### src/design/pkg_idle_params.svh
// constants for the package idle state controller
`ifndef PKG_IDLE_PARAMS_SVH
`define PKG_IDLE_PARAMS_SVH
`define NUM_CORES           4
`define CORE_STATE_W        3
`define PKG_STATE_W         3
`define SUPPLY_W            4
`define SUPPLY_ACTIVE       4'hF
`define SUPPLY_MIN_OP       4'h8
`define SUPPLY_RET_LIGHT    4'h6
`define SUPPLY_RET_DEEP     4'h4
`define SUPPLY_GATED        4'h0
`define LAT_W               8
`define LAT_RET_LIGHT       8'h20
`define LAT_RET_DEEP        8'h80
`define LAT_PLL_OFF         8'h40
`define MEM_IDLE_CYCLES     8'h10
`endif

### src/design/pkg_idle_pkg.sv
// types shared by the package idle state controller
`default_nettype none
package pkg_idle_pkg;
   typedef enum logic [2:0] {
      core_running           = 3'h0,
      core_halt              = 3'h1,
      core_enhanced_halt     = 3'h2,
      core_flushed_retention = 3'h3,
      core_power_gated       = 3'h6,
      core_power_gated_deep  = 3'h7
   } core_state_t;
   typedef enum logic [2:0] {
      package_active          = 3'h0,
      package_snoopable_idle  = 3'h2,
      package_light_retention = 3'h3,
      package_deep_retention  = 3'h6
   } pkg_state_t;
endpackage : pkg_idle_pkg
`default_nettype wire

### src/design/core_idle_decode.sv
// per-core decode of idle state into clock, pll, cache, supply and context actions
`default_nettype none
`include "pkg_idle_params.svh"
module core_idle_decode (
   // core state
   input  wire logic [`CORE_STATE_W-1:0] state_in,
   input  wire logic [`SUPPLY_W-1:0]     ret_supply_in,
   // actions
   output logic                          clk_run_out,
   output logic                          pll_on_out,
   output logic                          cache_flush_out,
   output logic                          low_freq_out,
   output logic                          power_gate_out,
   output logic                          ctx_flush_out,
   output logic [`SUPPLY_W-1:0]          supply_out
);
   // table of per-state actions; unknown codes treated as halt (safe)
   always_comb begin
      clk_run_out     = 1'b0;
      pll_on_out      = 1'b1;
      cache_flush_out = 1'b0;
      low_freq_out    = 1'b0;
      power_gate_out  = 1'b0;
      ctx_flush_out   = 1'b0;
      supply_out      = `SUPPLY_ACTIVE;
      case (state_in)
         pkg_idle_pkg::core_running: begin
            clk_run_out = 1'b1;
         end
         pkg_idle_pkg::core_enhanced_halt: begin
            low_freq_out = 1'b1;
            supply_out   = `SUPPLY_MIN_OP;
         end
         pkg_idle_pkg::core_flushed_retention: begin
            cache_flush_out = 1'b1;
            low_freq_out    = 1'b1;
            supply_out      = ret_supply_in;
         end
         pkg_idle_pkg::core_power_gated,
         pkg_idle_pkg::core_power_gated_deep: begin
            pll_on_out      = 1'b0;
            cache_flush_out = 1'b1;
            power_gate_out  = 1'b1;
            ctx_flush_out   = 1'b1;
            low_freq_out    = 1'b1;
            supply_out      = ret_supply_in;
         end
         default: begin
            clk_run_out = 1'b0;
         end
      endcase
   end
endmodule : core_idle_decode
`default_nettype wire

### src/design/package_core_idle_state_control.sv
// package idle state resolution from core idle states and platform limits
`default_nettype none
`include "pkg_idle_params.svh"
module package_core_idle_state_control (
   // clock and reset
   input  wire logic                                 core_clk_in,
   input  wire logic                                 reset_n_in,
   input  wire logic                                 clk_en_in,
   // core idle states, packed one per core
   input  wire logic [`NUM_CORES*`CORE_STATE_W-1:0]  core_state_in,
   // platform limiting factors
   input  wire logic                                 io_hub_snoop_pend_in,
   input  wire logic                                 io_hub_access_pend_in,
   input  wire logic                                 int_latency_block_in,
   input  wire logic                                 sideband_busy_in,
   input  wire logic                                 config_block_in,
   input  wire logic                                 cache_ways_open_in,
   input  wire logic [`LAT_W-1:0]                    snoop_lat_in,
   input  wire logic [`LAT_W-1:0]                    int_lat_in,
   input  wire logic [`LAT_W-1:0]                    nonsnoop_lat_in,
   // memory power management
   input  wire logic                                 mem_ranks_idle_in,
   input  wire logic                                 self_refresh_req_in,
   input  wire logic                                 suspend_req_in,
   // package outputs
   output logic [`PKG_STATE_W-1:0]                   pkg_state_out,
   output logic                                      pll_on_out,
   output logic                                      min_freq_out,
   output logic [`SUPPLY_W-1:0]                      pkg_supply_out,
   output logic                                      resume_low_freq_out,
   // per-core actions
   output logic [`NUM_CORES-1:0]                     core_clk_run_out,
   output logic [`NUM_CORES-1:0]                     core_pll_on_out,
   output logic [`NUM_CORES-1:0]                     core_cache_flush_out,
   output logic [`NUM_CORES-1:0]                     core_low_freq_out,
   output logic [`NUM_CORES-1:0]                     core_power_gate_out,
   output logic [`NUM_CORES-1:0]                     core_ctx_flush_out,
   output logic [`NUM_CORES*`SUPPLY_W-1:0]           core_supply_out,
   // memory
   output logic                                      mem_clk_en_out,
   output logic                                      mem_self_refresh_out,
   output logic                                      ctx_in_memory_out
);
   // limiting inputs come from other domains: two-flop synchronisers
   localparam int NSYNC = 9;
   logic [NSYNC-1:0] sync1_reg;
   logic [NSYNC-1:0] sync2_reg;
   logic [NSYNC-1:0] async_bus;
   assign async_bus = {io_hub_snoop_pend_in, io_hub_access_pend_in, int_latency_block_in,
                       sideband_busy_in, config_block_in, cache_ways_open_in,
                       mem_ranks_idle_in, self_refresh_req_in, suspend_req_in};
   always_ff @(posedge core_clk_in or negedge reset_n_in) begin
      if (!reset_n_in) begin
         sync1_reg <= '0;
         sync2_reg <= '0;
      end else if (clk_en_in) begin
         sync1_reg <= async_bus;
         sync2_reg <= sync1_reg;
      end
   end
   logic snoop_s, access_s, intb_s, side_s, cfg_s, ways_s, ranks_s, sr_s, susp_s;
   assign {snoop_s, access_s, intb_s, side_s, cfg_s, ways_s, ranks_s, sr_s, susp_s} = sync2_reg;

   // latency values are quasi-static configuration; sampled twice as well
   logic [`LAT_W-1:0] snoop_lat1_reg, snoop_lat_reg;
   logic [`LAT_W-1:0] int_lat1_reg, int_lat_reg;
   logic [`LAT_W-1:0] ns_lat1_reg, ns_lat_reg;
   always_ff @(posedge core_clk_in or negedge reset_n_in) begin
      if (!reset_n_in) begin
         snoop_lat1_reg <= '0;
         snoop_lat_reg  <= '0;
         int_lat1_reg   <= '0;
         int_lat_reg    <= '0;
         ns_lat1_reg    <= '0;
         ns_lat_reg     <= '0;
      end else if (clk_en_in) begin
         snoop_lat1_reg <= snoop_lat_in;
         snoop_lat_reg  <= snoop_lat1_reg;
         int_lat1_reg   <= int_lat_in;
         int_lat_reg    <= int_lat1_reg;
         ns_lat1_reg    <= nonsnoop_lat_in;
         ns_lat_reg     <= ns_lat1_reg;
      end
   end

   // smallest allowed exit latency across all requesters
   logic [`LAT_W-1:0] min_lat;
   always_comb begin
      min_lat = snoop_lat_reg;
      if (int_lat_reg < min_lat) begin
         min_lat = int_lat_reg;
      end
      if (ns_lat_reg < min_lat) begin
         min_lat = ns_lat_reg;
      end
   end

   // supply picked from response-time needs: tight latency keeps a higher level
   logic [`SUPPLY_W-1:0] ret_supply;
   always_comb begin
      if (min_lat >= `LAT_RET_DEEP) begin
         ret_supply = `SUPPLY_RET_DEEP;
      end else begin
         ret_supply = `SUPPLY_RET_LIGHT;
      end
   end

   // per-core action decode
   logic [`NUM_CORES-1:0] any_running_v, all_stopped_v, any_flushed_v, all_gated_v;
   genvar g;
   generate
      for (g = 0; g < `NUM_CORES; g++) begin : g_core
         logic [`CORE_STATE_W-1:0] st;
         assign st = core_state_in[g*`CORE_STATE_W +: `CORE_STATE_W];
         core_idle_decode u_dec (
            .state_in        (st),
            .ret_supply_in   (ret_supply),
            .clk_run_out     (core_clk_run_out[g]),
            .pll_on_out      (core_pll_on_out[g]),
            .cache_flush_out (core_cache_flush_out[g]),
            .low_freq_out    (core_low_freq_out[g]),
            .power_gate_out  (core_power_gate_out[g]),
            .ctx_flush_out   (core_ctx_flush_out[g]),
            .supply_out      (core_supply_out[g*`SUPPLY_W +: `SUPPLY_W])
         );
         // coarse depth classes used to find the shallowest core
         assign any_running_v[g] = (st == pkg_idle_pkg::core_running);
         assign all_stopped_v[g] = (st == pkg_idle_pkg::core_flushed_retention) ||
                                   (st == pkg_idle_pkg::core_power_gated) ||
                                   (st == pkg_idle_pkg::core_power_gated_deep);
         assign any_flushed_v[g] = (st == pkg_idle_pkg::core_flushed_retention);
         assign all_gated_v[g]   = (st == pkg_idle_pkg::core_power_gated) ||
                                   (st == pkg_idle_pkg::core_power_gated_deep);
      end
   endgenerate

   logic any_running, all_stopped, any_flushed, all_gated;
   assign any_running = |any_running_v;
   assign all_stopped = &all_stopped_v;
   assign any_flushed = |any_flushed_v;
   assign all_gated   = &all_gated_v;

   // platform holds: any of them keeps the package shallower
   logic snoopable_block, retention_block, deep_block;
   assign snoopable_block = snoop_s | access_s | intb_s | side_s | cfg_s;
   assign retention_block = snoopable_block | (min_lat < `LAT_RET_LIGHT);
   assign deep_block      = retention_block | ways_s | (min_lat < `LAT_RET_DEEP);

   // resolve target; only four codes exist, so nothing deeper than deep retention
   pkg_idle_pkg::pkg_state_t target;
   always_comb begin
      target = pkg_idle_pkg::package_active;
      if (any_running) begin
         target = pkg_idle_pkg::package_active;
      end else if (all_gated && !deep_block) begin
         target = pkg_idle_pkg::package_deep_retention;
      end else if (all_stopped && (any_flushed || all_gated) && !retention_block) begin
         target = pkg_idle_pkg::package_light_retention;
      end else if (all_stopped && !snoopable_block) begin
         target = pkg_idle_pkg::package_snoopable_idle;
      end
   end

   // package state register, re-resolved every enabled cycle
   pkg_idle_pkg::pkg_state_t state_reg;
   always_ff @(posedge core_clk_in or negedge reset_n_in) begin
      if (!reset_n_in) begin
         state_reg <= pkg_idle_pkg::package_active;
      end else if (clk_en_in) begin
         state_reg <= target;
      end
   end
   assign pkg_state_out = state_reg;

   // package outputs; pll off only in retention when latency budget allows
   always_ff @(posedge core_clk_in or negedge reset_n_in) begin
      if (!reset_n_in) begin
         pll_on_out     <= 1'b1;
         min_freq_out   <= 1'b0;
         pkg_supply_out <= `SUPPLY_ACTIVE;
      end else if (clk_en_in) begin
         case (target)
            pkg_idle_pkg::package_snoopable_idle: begin
               pll_on_out     <= 1'b1;
               min_freq_out   <= 1'b1;
               pkg_supply_out <= `SUPPLY_MIN_OP;
            end
            pkg_idle_pkg::package_light_retention,
            pkg_idle_pkg::package_deep_retention: begin
               pll_on_out     <= (min_lat < `LAT_PLL_OFF);
               min_freq_out   <= 1'b1;
               pkg_supply_out <= ret_supply;
            end
            default: begin
               pll_on_out     <= 1'b1;
               min_freq_out   <= 1'b0;
               pkg_supply_out <= `SUPPLY_ACTIVE;
            end
         endcase
      end
   end

   // resume flag: leaving any idle state starts at lowest frequency point
   always_ff @(posedge core_clk_in or negedge reset_n_in) begin
      if (!reset_n_in) begin
         resume_low_freq_out <= 1'b0;
      end else if (clk_en_in) begin
         resume_low_freq_out <= (state_reg != pkg_idle_pkg::package_active) &&
                                (target == pkg_idle_pkg::package_active);
      end
   end

   // memory clock enable drops after ranks stay idle; self refresh only on request
   logic [`LAT_W-1:0] mem_idle_cnt_reg;
   always_ff @(posedge core_clk_in or negedge reset_n_in) begin
      if (!reset_n_in) begin
         mem_idle_cnt_reg <= '0;
         mem_clk_en_out   <= 1'b1;
      end else if (clk_en_in) begin
         if (!ranks_s) begin
            mem_idle_cnt_reg <= '0;
            mem_clk_en_out   <= 1'b1;
         end else if (mem_idle_cnt_reg == `MEM_IDLE_CYCLES) begin
            mem_clk_en_out   <= 1'b0;
         end else begin
            mem_idle_cnt_reg <= mem_idle_cnt_reg + 8'h01;
         end
      end
   end

   // software-driven self refresh; suspend forces it so memory keeps context
   always_ff @(posedge core_clk_in or negedge reset_n_in) begin
      if (!reset_n_in) begin
         mem_self_refresh_out <= 1'b0;
         ctx_in_memory_out    <= 1'b0;
      end else if (clk_en_in) begin
         mem_self_refresh_out <= sr_s | susp_s;
         ctx_in_memory_out    <= susp_s;
      end
   end

   // assertions; antecedents of the |=> checks carry clk_en_in because a frozen cycle updates nothing
   a_run_forces_active: assert property (@(posedge core_clk_in) disable iff (!reset_n_in)
      clk_en_in && any_running |=> state_reg == pkg_idle_pkg::package_active)
      else $error("running core did not force active package");
   a_deep_needs_gated: assert property (@(posedge core_clk_in) disable iff (!reset_n_in)
      clk_en_in && !all_gated |=> state_reg != pkg_idle_pkg::package_deep_retention)
      else $error("deep retention without all cores gated");
   a_snoop_blocks_idle: assert property (@(posedge core_clk_in) disable iff (!reset_n_in)
      clk_en_in && snoopable_block |=> state_reg == pkg_idle_pkg::package_active)
      else $error("package idle entered while blocked");
   a_stopped_entry: assert property (@(posedge core_clk_in) disable iff (!reset_n_in)
      clk_en_in && !all_stopped |=> state_reg == pkg_idle_pkg::package_active)
      else $error("package idle with shallow core");
   a_resume_low_freq: assert property (@(posedge core_clk_in) disable iff (!reset_n_in)
      clk_en_in && state_reg != pkg_idle_pkg::package_active && any_running |=> resume_low_freq_out)
      else $error("resume did not select lowest frequency");
   a_resume_one_cycle: assert property (@(posedge core_clk_in) disable iff (!reset_n_in)
      clk_en_in && resume_low_freq_out |=> !resume_low_freq_out)
      else $error("resume pulse longer than one cycle");
   a_snoop_pll_on: assert property (@(posedge core_clk_in) disable iff (!reset_n_in)
      clk_en_in && target == pkg_idle_pkg::package_snoopable_idle |=> pll_on_out && min_freq_out)
      else $error("snoopable idle must keep pll on at min freq");
   a_ways_block_deep: assert property (@(posedge core_clk_in) disable iff (!reset_n_in)
      clk_en_in && ways_s |=> state_reg != pkg_idle_pkg::package_deep_retention)
      else $error("deep retention with cache ways open");
   a_ret_supply_low: assert property (@(posedge core_clk_in) disable iff (!reset_n_in)
      clk_en_in && (target == pkg_idle_pkg::package_light_retention ||
                    target == pkg_idle_pkg::package_deep_retention) |=> pkg_supply_out < `SUPPLY_MIN_OP)
      else $error("retention supply not below minimum operating level");
   a_pll_off_slack: assert property (@(posedge core_clk_in) disable iff (!reset_n_in)
      clk_en_in && target == pkg_idle_pkg::package_deep_retention && min_lat >= `LAT_PLL_OFF |=> !pll_on_out)
      else $error("pll left on in deep retention with latency slack");
   a_gated_supply_low: assert property (@(posedge core_clk_in) disable iff (!reset_n_in)
      core_power_gate_out[0] |-> core_supply_out[`SUPPLY_W-1:0] < `SUPPLY_MIN_OP)
      else $error("gated core supply not below minimum operating level");
   a_mem_cke_wake: assert property (@(posedge core_clk_in) disable iff (!reset_n_in)
      clk_en_in && !ranks_s |=> mem_clk_en_out)
      else $error("memory clock enable low while ranks busy");
   a_mem_cke_drop: assert property (@(posedge core_clk_in) disable iff (!reset_n_in)
      clk_en_in && ranks_s && mem_idle_cnt_reg == `MEM_IDLE_CYCLES |=> !mem_clk_en_out)
      else $error("memory clock enable kept high after idle time");
   a_valid_pkg_code: assert property (@(posedge core_clk_in) disable iff (!reset_n_in)
      state_reg inside {pkg_idle_pkg::package_active, pkg_idle_pkg::package_snoopable_idle,
                        pkg_idle_pkg::package_light_retention, pkg_idle_pkg::package_deep_retention})
      else $error("unsupported package state");
   a_suspend_ctx: assert property (@(posedge core_clk_in) disable iff (!reset_n_in)
      clk_en_in && susp_s |=> ctx_in_memory_out && mem_self_refresh_out)
      else $error("suspend without context kept in memory");
endmodule : package_core_idle_state_control
`default_nettype wire

### config.mk
export PLATFORM = sky130hd
export DESIGN_NAME = package_core_idle_state_control
export DESIGN_NICKNAME = d
export VERILOG_FILES = /design/src/design/pkg_idle_pkg.sv /design/src/design/core_idle_decode.sv /design/src/design/package_core_idle_state_control.sv
export VERILOG_INCLUDE_DIRS = /design/src /design/src/design
export SDC_FILE = /design/constraint.sdc
export NUM_CORES = 1
export LEC_CHECK = 0
export BUFFER_PORTS_ARGS = -buffer_cell sky130_fd_sc_hd__buf_2
export CAP_MARGIN = 20
export CORE_MARGIN = 2
export CORE_UTILIZATION = 47
export CTS_CLUSTER_SIZE = 10
export DETAILED_ROUTE_END_ITERATION = 10
export PLACE_DENSITY = 0.69
export SLEW_MARGIN = 20
export SYNTH_ARGS = -nofsm -noshare
export SYNTH_HDL_FRONTEND = slang
export SYNTH_SLANG_ARGS = --single-unit
export TNS_END_PERCENT = 30
### constraint.sdc
create_clock -name core_clk_in -period 3.84 [get_ports core_clk_in]
set_input_delay 0.192 -clock core_clk_in [delete_from_list [all_inputs] [get_ports core_clk_in]]
set_output_delay 0.192 -clock core_clk_in [all_outputs]
set_load 0.03 [all_outputs]
==> results by group <==
Worst hold path
  • Hold_sp: suspend_req_in
  • Worst hold path endpoint: sync1_reg[0]$_DFFE_PN0P_
  • Hold path depth: 2
  • Hold Path Class: input pin to register

STA
  • Fmax: 0.257 GHz
  • RSZ-0062 raised after global routing: true
  • Tcrit/Tclk final: 1.01
  • Slew headroom: 0.331
  • Minimum clock period: 3.89 ns
  • Final hold viol count: 0
  • Worst Skew: 0.0121 ns
  • Max Slew Vio Count: 0
  • Fin Setup TNS: -0.0851 ns
  • Setup Viol. Count Final: 4
  • Setup ws final: -0.0460 ns
  • Slew at the pin with the worst max-slew slack: 1.00 ns

Clock tree
  • Clock sinks: 87
  • CTS tree: built
  • Worst-path clk slew: 0.10 ns
  • CTS root buf: clkbuf_8
  • Htree depth: 3
  • CTS max path bufs: 2
  • CTS Buf Count: 9
  • Clk_lat worst skew: 0.37 ns

Pwr
  • Pint: 0.00180 W
  • Part of the power in registers: 0.409
  • VDD IR max: 0.278 mV
  • Sw frac: 0.316
  • Leak pwr: 2.45 nW
  • Clock network power share: 0.298
  • Switching power total: 0.000831 W
  • Pwr/cell area: 494 mW/mm^2
  • Combinational share of power: 0.293

Layout
  • Non-Filler Instances: 608
  • Final core occ: 0.585
  • ANT cells: 0
  • Fin nets: 556
  • Layout cells sized above 1: 0.477
  • Synthesis-to-layout area growth: 22.4%
  • Fin area: 0.00533 sq mm

Synthesis
  • Synth area leaders: dfrtp_1 47%, mux2_2 16%, ha_1 4.6%, buf_4 4.1%, dfstp_2 3.6%
  • Top FF cell, synth: dfrtp_1
  • Syn_nets: 464
  • Mapped Area: 0.00436 sq mm
  • Yosys synthesis warning count: 0
  • Yosys top cell by area: dfrtp_1
  • Number of synthesized flops with an enable pin: 0
  • Yosys cell types: 49
  • Async SR Flop Fraction: 1.00
  • Top-area cell type share of the netlist area: 0.465
  • #FFs+latches synth: 87
  • Register area share after synthesis: 0.501
  • Avg Cell Area, Syn: 10.9 sq um
  • Synth Instances: 400

Floorplanning
  • Cell row count: 35
  • Initial Utilization: 0.478
  • Ports: 101
  • DIE WIDTH: 100 microns
  • Core Region: 0.00911 sq mm
  • Die ar.: 0.0101 sq mm
  • Die Span Y: 100 microns

Place
  • Dpl hpwl: 5.81 mm
  • Placed inst area: 0.00481 sq mm
  • PortBufs: 100
  • Gpl congestion: 0.748
  • # placed instances: 578
  • Pre-CTS setup slack: -0.0405 ns

Worst setup path
  • R2R cell count: 16
  • WS Path Type: register to output port
  • Setup crit end kind: output port
  • Worst setup SP type: register
  • Slowest CP cell: a2111oi_4
  • Top Family by Delay on Critical Path: compound AO/OA/AOI/OAI gates
  • Buf/Inv on CP: 3
  • Reg2reg start: snoop_lat_reg[3]$_DFFE_PN0P_
  • Worst EP required: 3.65 ns
  • CP cell instances: inv_1 -> ha_2 -> nor2_1 -> nor3_2 -> a21oi_2 -> buf_6 -> nor2_1 -> a21oi_1 -> ha_2 -> a2111oi_4 -> o2111ai_2 -> a211oi_2 -> a211oi_4 -> mux2i_4 -> o21ai_1 -> buf_4
  • Worst EP arrival: 3.69 ns
  • Reg2Reg Capture Point: pll_on_out$_DFFE_PN1P_
  • Worst-path maximum fanout: 7
  • Max incr delay on CP: 0.40 ns
  • Reg2reg setup slack: 0.36 ns

Drt
  • WL/cell: 14.1 microns
  • Total wire length: 8.55 mm
  • First drt pass iteration count: 4
  • Drt via density: 5.04
  • Remaining DRCs: 0
  • 1st-iter DRT viols: 105
  • Vias: 3,066
  • Number of routed nets with antenna violations: 0

Global route
  • Gr usage total: 0.173
  • Total grt overflow: 0
  • First-pass GRT wire length: 13.9 mm
  • Number of global-route vias before repair: 3,009
  • Initial antenna violation count: 0
  • Largest net degree at the start of global routing: 94

Flow run
  • Max Cap Violations: 0

Run status
  • Failing checks: setup timing
  • Outcome: complete, but fails checks
## cell usage in the layout (no fill, tap or decap), types with 11 or more instances in the layout
master and instances:
buf_2 94, dfrtp_1 81, mux2_2 61, nand2_1 37
nor2_1 24, inv_1 23, buf_4 23, o21ai_0 18
a21oi_1 14, ha_1 11
## power groups by stage
stage / logic, W / clock network [W] / registers [W]
after CTS: 0.000717 / 0.000803 / 0.00108
after global placement: 0.000583 / 0 / 0.00109
after global routing: 0.000843 / 0.000846 / 0.00109
after detailed placement: 0.000603 / 0 / 0.00110
final: 0.000772 / 0.000784 / 0.00108
after floorplan: 0.000437 / 0 / 0.00108
## cell families after synthesis
kind of cell	Yosys count	share of synthesized area
AO/OA/AOI/OAI	68	0.100
XOR/XNOR	1	0.00201
adder cells (fa/ha/maj)	16	0.0459
buffers and inverters	66	0.0778
flip-flops	87	0.501
multiplexers	65	0.167
AND/OR/NAND/NOR	97	0.106
## per-stage QoR
step / hold WS (ns) / total power [W]
6_report: 0.0477 / 0.00263
5_1_grt: 0.0250 / 0.00278
4_1_cts: 0.0285 / 0.00260
3_5_place_dp: 0.427 / 0.00170
3_3_place_gp: 0.424 / 0.00167
2_1_floorplan: -0.104 / 0.00152
## how the worst max path moves through the flow
stage	cells after the start	slack, ns	from	end
floorplan	13	-0.20	int_lat_reg[2]$_DFFE_PN0P_	core_supply_out[1]
global placement	15	0.09	int_lat_reg[2]$_DFFE_PN0P_	core_supply_out[5]
detailed placement	15	-0.04	int_lat_reg[2]$_DFFE_PN0P_	core_supply_out[5]
CTS	16	-0.01	snoop_lat_reg[2]$_DFFE_PN0P_	core_supply_out[5]
global route	16	-0.20	snoop_lat_reg[2]$_DFFE_PN0P_	core_supply_out[1]
finish	16	-0.05	snoop_lat_reg[3]$_DFFE_PN0P_	core_supply_out[1]
## routing by layer
metal	GRT usage	vias up	part of all wire
li1	-	1549	-
met2	0.258	49	0.48
met4	0.0569	0	0.015
met3	0.0474	13	0.038
met1	0.246	1455	0.47
met5	0	-	0
## synthesized netlist by cell type (3+ instances only)
| cell type | instances |
|---|---|
| dfstp_2 | 6 |
| mux2_2 | 61 |
| buf_4 | 24 |
| inv_1 | 26 |
| a21oi_1 | 18 |
| o31ai_1 | 3 |
| o21ai_0 | 23 |
| nand2_1 | 38 |
| a211oi_1 | 3 |
| and2_1 | 4 |
| mux2i_1 | 4 |
| ha_1 | 16 |
| or3_1 | 3 |
| nor2_1 | 25 |
| clkbuf_1 | 15 |
| nor3_1 | 11 |
| o21ai_1 | 4 |
| dfrtp_1 | 81 |
## what timing repair did
action / in CTS / in global routing
hold endpoints to repair: 0 / 81
endpoints found under the setup margin: 4 / 4
gates resized for setup: 31 / 9
buffers inserted: 10 / 3
gates cloned: 0 / 0
hold buffers: 0 / 1
pin swaps: 14 / 8
## layout make-up
cell class,instances,area [sq um]
inverter,26,97.6
fill,781,3780
sequential,87,2180
multi-input combinational,247,1970
clock inverter,7,128
timing repair buffer,121,687
clock buffer,9,124
tap,111,139
Power figures use the tool's default switching activity.
